==> src/hw/ecm_pkg.sv <==
// Constants shared by the contact feedback monitor files.
// Assumes a 100 MHz system clock and an APB register bus with 32-bit data.
// Operation
// - Three monitor modes: one-channel, two-channel, none.
// - Two-channel mode is the reset default.
// - Monitored contacts open: refuse reset, outputs off.
// - One-channel: contact ignored while outputs on.
// - Two-channel: inputs changing together always accepted.
// - Two-channel: inputs opposite over 250 ms lock out.
// - Two-channel: diagnostics name the failing input.
// - One-channel with input a high acts unmonitored.
// - Open remote test forces safety outputs off.
// - Remote test obeys the test configuration bit.
// - Auxiliary output follows outputs or shows lockout.
// - Auxiliary output drives line b only one-channel.
// - Emitter fault output shows enabled emitter lockout.
package ecm_pkg;

  // Monitor configuration.
  typedef enum logic [1:0] {
    ECM_MODE_ONE  = 2'h0,
    ECM_MODE_TWO  = 2'h1,
    ECM_MODE_NONE = 2'h2
  } ecm_mode_type;

  // Safety output state.
  typedef enum logic [1:0] {
    ECM_ST_OFF,
    ECM_ST_ON,
    ECM_ST_LOCK
  } ecm_state_type;

  // Timing.
  localparam int unsigned CLK_HZ      = 100_000_000;
  localparam int unsigned TIMEOUT_MS  = 250;
  localparam int unsigned TIMEOUT_CYC = (CLK_HZ / 1000) * TIMEOUT_MS;

  // Register byte offsets.
  localparam logic [7:0] CTRL_OFS     = 8'h00;
  localparam logic [7:0] STATUS_OFS   = 8'h04;
  localparam logic [7:0] INT_STAT_OFS = 8'h08;
  localparam logic [7:0] INT_MASK_OFS = 8'h0c;

  // Control fields.
  localparam int CTRL_MODE_LSB  = 0;
  localparam int CTRL_AUXF_BIT  = 2;
  localparam int CTRL_TEST_BIT  = 3;
  localparam int CTRL_FLTEN_BIT = 4;
  localparam int CTRL_RESET_BIT = 8;

  // Interrupt event bits.
  localparam int EV_LOCK_BIT   = 0;
  localparam int EV_REFUSE_BIT = 1;
  localparam int EV_OFF_BIT    = 2;

  // Reset values.
  localparam ecm_mode_type MODE_RST = ECM_MODE_TWO;
  localparam logic         AUXF_RST  = 1'b0;
  localparam logic         TEST_RST  = 1'b1;
  localparam logic         FLTEN_RST = 1'b0;
  localparam logic [2:0]   MASK_RST  = 3'h0;

endpackage

==> src/hw/ecm_pins_if.sv <==
// Interface carrying the synchronised pin levels inside the monitor.
// Assumes both ends sit on the system clock.
`timescale 1ns/1ps
interface ecm_pins_if;
  logic fb_a;
  logic fb_b;
  logic test_ok;
  modport src (output fb_a, output fb_b, output test_ok);
  modport dst (input fb_a, input fb_b, input test_ok);
endinterface

==> src/hw/ecm_sync.sv <==
// Two-stage synchronisers for the contact and remote test pins.
// Assumes pins are asynchronous to i_mclk.
`timescale 1ns/1ps
module ecm_sync (
  // Clock and reset.
  input  wire logic i_mclk,
  input  wire logic i_resetn,
  // Raw pins.
  input  wire logic i_fb_a,
  input  wire logic i_fb_b,
  input  wire logic i_test,
  // Synchronised levels.
  ecm_pins_if.src   pins
);
  logic [2:0] meta_reg;
  logic [2:0] sync_reg;

  // The first stage is read only by the second stage.
  always_ff @(posedge i_mclk) begin
    if (!i_resetn) begin
      meta_reg <= 3'h0;
      sync_reg <= 3'h0;
    end else begin
      meta_reg <= {i_test, i_fb_b, i_fb_a};
      sync_reg <= meta_reg;
    end
  end

  assign pins.fb_a    = sync_reg[0];
  assign pins.fb_b    = sync_reg[1];
  assign pins.test_ok = sync_reg[2];
endmodule // ecm_sync

==> src/hw/ecm_top.sv <==
// Contact feedback monitor: gates safety output turn-on, watches relay
// feedback contacts, drives the auxiliary and emitter fault outputs.
// Assumes beam clear and emitter lockout come from logic on i_mclk.
`timescale 1ns/1ps
module ecm_top #(
  parameter int unsigned P_TIMEOUT_CYC = ecm_pkg::TIMEOUT_CYC
) (
  // Clock and reset.
  input  wire logic        i_mclk,
  input  wire logic        i_resetn,
  // APB slave.
  input  wire logic        i_psel,
  input  wire logic        i_penable,
  input  wire logic        i_pwrite,
  input  wire logic [7:0]  i_paddr,
  input  wire logic [31:0] i_pwdata,
  output logic      [31:0] o_prdata,
  output logic             o_pready,
  output logic             o_pslverr,
  // Feedback and test pins.
  input  wire logic        i_feedback_input_a,
  input  wire logic        i_feedback_input_b,
  input  wire logic        i_remote_test,
  // Same-clock status from scan logic.
  input  wire logic        i_beams_clear,
  input  wire logic        i_emitter_lockout,
  // Outputs.
  output logic             o_safety_switch_output,
  output logic             o_aux_out,
  output logic             o_aux_oe_n,
  output logic             o_emitter_fault,
  output logic             o_lockout,
  output logic             o_irq
);
  ecm_pins_if pins ();

  ecm_pkg::ecm_mode_type  mode_reg;
  ecm_pkg::ecm_state_type state_reg;
  ecm_pkg::ecm_state_type state_next;
  logic        auxf_reg;
  logic        test_en_reg;
  logic        flten_reg;
  logic        reset_cmd_reg;
  logic [2:0]  mask_reg;
  logic [2:0]  stat_reg;
  logic [1:0]  diag_reg;
  logic        safety_reg;
  logic        aux_reg;
  logic        aux_oe_n_reg;
  logic        fault_reg;
  logic [31:0] prdata_reg;
  logic        win_active_reg;
  logic [31:0] win_cnt_reg;
  logic [31:0] mis_cnt_reg;
  logic        contacts_ok;
  logic        test_force;
  logic        win_late;
  logic        mis_late;
  logic        fault_now;
  logic        wr_en;
  logic        rd_setup;
  logic        mapped;
  logic [2:0]  events;

  ecm_sync u_sync (
    .i_mclk   (i_mclk),
    .i_resetn (i_resetn),
    .i_fb_a   (i_feedback_input_a),
    .i_fb_b   (i_feedback_input_b),
    .i_test   (i_remote_test),
    .pins     (pins)
  );

  // Bus decode; the slave never stalls, so every access ends in one cycle.
  assign mapped   = (i_paddr == ecm_pkg::CTRL_OFS) || (i_paddr == ecm_pkg::STATUS_OFS) ||
                    (i_paddr == ecm_pkg::INT_STAT_OFS) || (i_paddr == ecm_pkg::INT_MASK_OFS);
  assign wr_en    = i_psel && i_penable && i_pwrite && mapped;
  assign rd_setup = i_psel && !i_penable && !i_pwrite;
  assign o_pready  = 1'b1;
  assign o_pslverr = i_psel && i_penable && !mapped;
  assign o_prdata  = prdata_reg;

  // Contact condition per mode; with input a tied high one-channel is unmonitored.
  always_comb begin
    unique case (mode_reg)
      ecm_pkg::ECM_MODE_ONE: contacts_ok = pins.fb_a;
      ecm_pkg::ECM_MODE_TWO: contacts_ok = pins.fb_a && pins.fb_b;
      default:               contacts_ok = 1'b1;
    endcase
  end

  // The test pin only acts when the test configuration bit enables it.
  assign test_force = test_en_reg && !pins.test_ok;
  assign win_late   = (mode_reg == ecm_pkg::ECM_MODE_ONE) && win_active_reg &&
                      (win_cnt_reg >= P_TIMEOUT_CYC) && !pins.fb_a;
  assign mis_late   = (mode_reg == ecm_pkg::ECM_MODE_TWO) &&
                      (mis_cnt_reg >= P_TIMEOUT_CYC);
  assign fault_now  = win_late || mis_late;

  // Next state of the safety outputs.
  always_comb begin
    state_next = state_reg;
    unique case (state_reg)
      ecm_pkg::ECM_ST_OFF: begin
        if (fault_now) begin
          state_next = ecm_pkg::ECM_ST_LOCK;
        end else if (reset_cmd_reg && contacts_ok && i_beams_clear && !test_force) begin
          state_next = ecm_pkg::ECM_ST_ON;
        end
      end
      ecm_pkg::ECM_ST_ON: begin
        // Contact changes are not looked at here in one-channel mode.
        if (mis_late) begin
          state_next = ecm_pkg::ECM_ST_LOCK;
        end else if (!i_beams_clear || test_force) begin
          state_next = ecm_pkg::ECM_ST_OFF;
        end
      end
      ecm_pkg::ECM_ST_LOCK: begin
        if (reset_cmd_reg && !fault_now && contacts_ok) begin
          state_next = ecm_pkg::ECM_ST_OFF;
        end
      end
    endcase
  end

  // State and safety output flip-flops.
  always_ff @(posedge i_mclk) begin
    if (!i_resetn) begin
      state_reg  <= ecm_pkg::ECM_ST_OFF;
      safety_reg <= 1'b0;
    end else begin
      state_reg  <= state_next;
      safety_reg <= (state_next == ecm_pkg::ECM_ST_ON);
    end
  end

  // One-channel turn-off window: contacts must close before it runs out.
  always_ff @(posedge i_mclk) begin
    if (!i_resetn) begin
      win_active_reg <= 1'b0;
      win_cnt_reg    <= 32'h0;
    end else if (state_reg == ecm_pkg::ECM_ST_ON && state_next != ecm_pkg::ECM_ST_ON) begin
      win_active_reg <= (mode_reg == ecm_pkg::ECM_MODE_ONE);
      win_cnt_reg    <= 32'h0;
    end else if (pins.fb_a || mode_reg != ecm_pkg::ECM_MODE_ONE || state_reg == ecm_pkg::ECM_ST_LOCK) begin
      win_active_reg <= 1'b0;
      win_cnt_reg    <= 32'h0;
    end else if (win_active_reg && win_cnt_reg < P_TIMEOUT_CYC) begin
      win_cnt_reg    <= win_cnt_reg + 32'h1;
    end
  end

  // Two-channel mismatch timer; equal inputs in any state reset it.
  always_ff @(posedge i_mclk) begin
    if (!i_resetn) begin
      mis_cnt_reg <= 32'h0;
    end else if (mode_reg != ecm_pkg::ECM_MODE_TWO || pins.fb_a == pins.fb_b) begin
      mis_cnt_reg <= 32'h0;
    end else if (mis_cnt_reg < P_TIMEOUT_CYC) begin
      mis_cnt_reg <= mis_cnt_reg + 32'h1;
    end
  end

  // Diagnostics record which input stayed open when a lockout struck.
  always_ff @(posedge i_mclk) begin
    if (!i_resetn) begin
      diag_reg <= 2'h0;
    end else if (state_reg != ecm_pkg::ECM_ST_LOCK && state_next == ecm_pkg::ECM_ST_LOCK) begin
      diag_reg <= {!pins.fb_b, !pins.fb_a};
    end else if (state_reg == ecm_pkg::ECM_ST_LOCK && state_next == ecm_pkg::ECM_ST_OFF) begin
      diag_reg <= 2'h0;
    end
  end

  // Auxiliary and emitter fault outputs; line b is only driven in one-channel mode.
  always_ff @(posedge i_mclk) begin
    if (!i_resetn) begin
      aux_reg      <= 1'b0;
      aux_oe_n_reg <= 1'b1;
      fault_reg    <= 1'b0;
    end else begin
      aux_reg      <= auxf_reg ? (state_next == ecm_pkg::ECM_ST_LOCK)
                               : (state_next == ecm_pkg::ECM_ST_ON);
      aux_oe_n_reg <= (mode_reg != ecm_pkg::ECM_MODE_ONE);
      fault_reg    <= flten_reg && i_emitter_lockout;
    end
  end

  assign o_safety_switch_output = safety_reg;
  assign o_aux_out              = aux_reg;
  assign o_aux_oe_n             = aux_oe_n_reg;
  assign o_emitter_fault        = fault_reg;
  assign o_lockout              = (state_reg == ecm_pkg::ECM_ST_LOCK);

  // Control register; the reset command bit is a one-cycle pulse.
  always_ff @(posedge i_mclk) begin
    if (!i_resetn) begin
      mode_reg      <= ecm_pkg::MODE_RST;
      auxf_reg      <= ecm_pkg::AUXF_RST;
      test_en_reg   <= ecm_pkg::TEST_RST;
      flten_reg     <= ecm_pkg::FLTEN_RST;
      mask_reg      <= ecm_pkg::MASK_RST;
      reset_cmd_reg <= 1'b0;
    end else begin
      reset_cmd_reg <= 1'b0;
      if (wr_en && i_paddr == ecm_pkg::CTRL_OFS) begin
        // Code 3 is illegal and falls back to no monitoring.
        if (i_pwdata[ecm_pkg::CTRL_MODE_LSB +: 2] == 2'h3) begin
          mode_reg <= ecm_pkg::ECM_MODE_NONE;
        end else begin
          mode_reg <= ecm_pkg::ecm_mode_type'(i_pwdata[ecm_pkg::CTRL_MODE_LSB +: 2]);
        end
        auxf_reg      <= i_pwdata[ecm_pkg::CTRL_AUXF_BIT];
        test_en_reg   <= i_pwdata[ecm_pkg::CTRL_TEST_BIT];
        flten_reg     <= i_pwdata[ecm_pkg::CTRL_FLTEN_BIT];
        reset_cmd_reg <= i_pwdata[ecm_pkg::CTRL_RESET_BIT];
      end
      if (wr_en && i_paddr == ecm_pkg::INT_MASK_OFS) begin
        mask_reg <= i_pwdata[2:0];
      end
    end
  end

  // Sticky events; a new event wins over a write-one clear in the same cycle.
  assign events[ecm_pkg::EV_LOCK_BIT]   = (state_reg != ecm_pkg::ECM_ST_LOCK) &&
                                          (state_next == ecm_pkg::ECM_ST_LOCK);
  assign events[ecm_pkg::EV_REFUSE_BIT] = reset_cmd_reg && (state_next == state_reg) &&
                                          (state_reg != ecm_pkg::ECM_ST_ON);
  assign events[ecm_pkg::EV_OFF_BIT]    = (state_reg == ecm_pkg::ECM_ST_ON) &&
                                          (state_next != ecm_pkg::ECM_ST_ON);

  always_ff @(posedge i_mclk) begin
    if (!i_resetn) begin
      stat_reg <= 3'h0;
    end else if (wr_en && i_paddr == ecm_pkg::INT_STAT_OFS) begin
      stat_reg <= (stat_reg & ~i_pwdata[2:0]) | events;
    end else begin
      stat_reg <= stat_reg | events;
    end
  end

  always_ff @(posedge i_mclk) begin
    if (!i_resetn) begin
      o_irq <= 1'b0;
    end else begin
      o_irq <= |(stat_reg & mask_reg);
    end
  end

  // Read data is captured in the setup cycle so it is stable for the access.
  always_ff @(posedge i_mclk) begin
    if (!i_resetn) begin
      prdata_reg <= 32'h0;
    end else if (rd_setup) begin
      unique case (i_paddr)
        ecm_pkg::CTRL_OFS:     prdata_reg <= {27'h0, flten_reg, test_en_reg, auxf_reg, mode_reg};
        ecm_pkg::STATUS_OFS:   prdata_reg <= {24'h0, pins.test_ok, pins.fb_b, pins.fb_a,
                                              diag_reg, safety_reg, state_reg};
        ecm_pkg::INT_STAT_OFS: prdata_reg <= {29'h0, stat_reg};
        ecm_pkg::INT_MASK_OFS: prdata_reg <= {29'h0, mask_reg};
        default:               prdata_reg <= 32'h0;
      endcase
    end
  end
endmodule // ecm_top

==> config.mk <==
export PLATFORM = sky130hd
export DESIGN_NAME = ecm_top
export DESIGN_NICKNAME = d
export VERILOG_FILES = /design/src/hw/ecm_pkg.sv /design/src/hw/ecm_pins_if.sv /design/src/hw/ecm_sync.sv /design/src/hw/ecm_top.sv
export SDC_FILE = /design/constraint.sdc
export NUM_CORES = 1
export LEC_CHECK = 0
export BUFFER_PORTS_ARGS = -buffer_cell sky130_fd_sc_hd__buf_2
export CAP_MARGIN = 20
export CORE_MARGIN = 2
export CORE_UTILIZATION = 56
export DETAILED_ROUTE_END_ITERATION = 8
export PLACE_DENSITY = 0.77
export SLEW_MARGIN = 20
export SYNTH_ARGS = -nofsm -noshare
export SYNTH_HDL_FRONTEND = slang
export SYNTH_SLANG_ARGS = --single-unit
==> constraint.sdc <==
create_clock -name i_mclk -period 2.55 [get_ports i_mclk]
set_clock_uncertainty 0.1 [all_clocks]
set_input_delay 0 -clock i_mclk [delete_from_list [all_inputs] [get_ports i_mclk]]
set_output_delay 0 -clock i_mclk [all_outputs]
set_load 0.03 [all_outputs]
==> impl_metrics.ini <==
[floorplan]
die_h_um = 97.22
coreArea_um2 = 8551
placement_rows = 34
dieArea_um2 = 9451
boundaryPins = 90
die_w_um = 97.22
initial_core_util_pct = 56.91

[timing]
slew_headroom_pct = 55.44
setup_viol = 0
finalSetupTns_ns = 0
fin_crit_ns = 2.438
max_freq_ghz = 0.4101
rsz0062_at_grt = no
drv_slew = 0
fin_crit_sh_pct = 95.62
hold_violations = 0
worst_pin_slew_ns = 0.6677

[critical_path]
crit_type = reg -> reg
worstPathCellList = ha_1 > mux2_2 > o21a_1 > nand4_1 > o21ai_2 > and3_2 > buf_4 > or4_1 > a31oi_1
endpoint_kind = flop
slowest_delay_ns = 0.40
r2r_setup_slack_ns = 0.11
reg2reg_depth = 9
cp_max_fo = 7
critPathLaunch = u_sync.sync_reg[1]
cp.arrival_ns = 2.64
crit_slowest_cell = or4_1
start_kind = flop
r2r-end = diag_reg[0]
reg2reg_from = u_sync.sync_reg[1]
worstSetupEndpoint = diag_reg[0]
crit_required_ns = 2.75

[pwr]
p_clk_share_pct = 37.1
switching_power_mw = 0.7215
leakage_nw = 1.998
vdd_drop_max_mv = 0.3720
powerDensity_nw_per_um2 = 491.5
p_comb_share_pct = 5.1
intPower_mw = 1.997
p_sw_share_pct = 26.54
power_mw = 2.718
power.share.sequential_pct = 57.7

[yosys]
ys_types = 56
synth_compound_area_share_pct = 13.40
synth-edff-count = 0
synth-xor-area-share_pct = 7.560
netlist_area_um2 = 4866
yosys.area_share.simple_pct = 24.25
yosysSeqAreaShare_pct = 41.14
syn_area_per_cell_um2 = 8.847
postSynthCellCount = 550
ys_seq_elements = 100
synth_adder_area_share_pct = 1.800
synthArstFlopShare_pct = 0
synth.area.mux_share_pct = 3.754
ys.warnings.count = 0
synthFlopType = dfxtp_1
synth_top_family_by_area = simple AND/OR/NAND/NOR gates

[placed_design]
dp_cells = 687
gp_congestion = 0.8649
numPortBuffers = 38
hpwl_mm = 6.814

[min_path]
hold_path.class = in -> reg
hold_depth = 7

[routing]
drcViolationCount = 0
vias = 4080
first_pass_iters = 5
vias_per_cell = 5.635
wire_per_inst_um = 14.57
postRouteAntennaNets = 0
drtIter0Drc = 108
wl_mm = 10.55

[global_routing]
grt_pass1_vias = 3799
grt_use_met2_pct = 36.86
grt_overflow = 0
grt_usage_pct = 21.94
grtUsageMet3_pct = 4.604
grt_pass1_wl_mm = 17.36
met1_usage_pct = 27.83
busiest_layer = met2
grt_max_degree = 36
antenna_found_initial = 0

[cts]
cts_inserted_buffers = 9
cts-root-buf = clkbuf_8
cts_tree = done
cts-htree-levels = 3
clock_latency_ns = 0.38
clk_pin_slew_worst_paths_ns = 0.11
cts_num_sinks = 100
cts_setup_buffers = 0
cts_max_path_buffers = 2

[cells_and_area]
nFillCells = 719
fin_nets = 668
drive_above_1_share_pct = 16.40
syn_to_final_growth_pct = 13.65
instances_no_fill = 724
antenna_cells = 0

[run_status]
status = finished, final reports clean

[flow_run]
maxCapViolCount = 0
-- final cells by class --
class	count	area [µm²]	area share, %
Inverter	17	63.81	1.154
Sequential cell	100	2004	36.24
Clock inverter	7	72.57	1.312
Multi-Input combinational cell	406	2582	46.70
Tap cell	108	135.1	2.443
Timing Repair Buffer	77	548.0	9.910
Clock buffer	9	123.9	2.240
-- cell families after synthesis --
logic type,Yosys count
adders and majority gates,7
and+or+nand+nor,229
AOI/OAI and AO/OA,89
muxes,14
buffers and inverters,67
other,2
xor gates and xnor gates,42
DFF,100
-- metal layers --
layer	part of all wire (%)	routed length [µm]	up-vias
met5	0	0	-
met4	2.2	229	0
li1	-	-	2004
met1	44	4665	1938
met2	49	5138	112
met3	4.9	518	26
-- through the flow --
stage / hold WS, ns / util, % / worst slack [ns] / cell area, µm²
2_1_floorplan: 0.02729 / - / 0.08749 / 4952
3_3_place_gp: 0.1042 / 59.67 / 0.1496 / 5102
3_5_place_dp: 0.1081 / 59.67 / 0.07449 / 5102
4_1_cts: 0.02781 / 64.43 / 0.01793 / 5509
5_1_grt: 0.04846 / 64.68 / 0.001708 / 5530
6_report: 0.04161 / 64.68 / 0.1117 / 5530
-- worst min path at each step --
stage                        from            endpoint  slack [ns]
4_1_cts                i_paddr[4]         stat_reg[1]        0.03
3_5_place_dp   i_feedback_input_b  u_sync.meta_reg[1]        0.11
6_report               i_paddr[4]         stat_reg[1]        0.04
5_1_grt                i_paddr[4]         stat_reg[1]        0.05
2_1_floorplan  i_feedback_input_a  u_sync.meta_reg[0]        0.03
3_3_place_gp        i_remote_test  u_sync.meta_reg[2]        0.10
-- cells in the mapped netlist, types with 4 or more instances --
| cell | number | area, µm² |
|---|---|---|
| or4_1 | 5 | 37.54 |
| o21ai_0 | 11 | 55.05 |
| clkbuf_1 | 18 | 67.56 |
| mux2i_1 | 7 | 70.07 |
| nand3_1 | 33 | 165.2 |
| and3_1 | 11 | 68.82 |
| xnor2_1 | 29 | 254.0 |
| buf_4 | 26 | 195.2 |
| or3_1 | 4 | 25.02 |
| nor2_1 | 55 | 206.5 |
| nor3_1 | 21 | 105.1 |
| a21oi_1 | 23 | 115.1 |
| nor4_1 | 4 | 25.02 |
| buf_6 | 5 | 56.30 |
| and4_1 | 5 | 43.79 |
| mux2_2 | 4 | 45.04 |
| dfxtp_1 | 100 | 2002 |
| nand4_1 | 12 | 75.07 |
| ha_1 | 7 | 87.58 |
| xor2_1 | 13 | 113.9 |
| inv_1 | 17 | 63.81 |
| a211oi_1 | 25 | 187.7 |
| nand2_1 | 48 | 180.2 |
| and2_1 | 15 | 93.84 |
-- cells in the final DEF, fill, tap and decap left out, drive strengths merged, types with 16 or more instances in the layout --
cell type,n
and2,16
nor3,21
inv,22
nand2,48
xnor2,29
nor2,55
nand3,33
a211oi,28
a21oi,24
conb,25
dlygate4sd3,21
buf,56
dfxtp,100
-- repair_timing --
item,CTS,global route
hold endpoints to repair,23,0
cloned,0,0
hold buffers,21,0
endpoints found under the setup margin,1,3
pin swaps,0,2
gates resized for setup,1,6
-- power by group through the flow --
stage,Combinational (mW),Sequential [mW],Clock (mW)
2_1_floorplan,0.116,1.60,0
3_3_place_gp,0.114,1.61,0
3_5_place_dp,0.117,1.61,0
4_1_cts,0.136,1.57,1.03
5_1_grt,0.149,1.57,1.08
6_report,0.140,1.57,1.01
-- worst max-delay path: cells and delay by family, from the launching register on --
| family | cells | cell delay, ns |
|---|---|---|
| adder cells (fa/ha/maj) | 1 | 0.17 |
| flip-flops | 1 | 0.35 |
| buffers and inverters | 1 | 0.16 |
| AO/OA/AOI/OAI | 3 | 0.51 |
| AND/OR/NAND/NOR | 3 | 0.80 |
| multiplexers | 1 | 0.25 |
(Power assumes the default switching activity.)
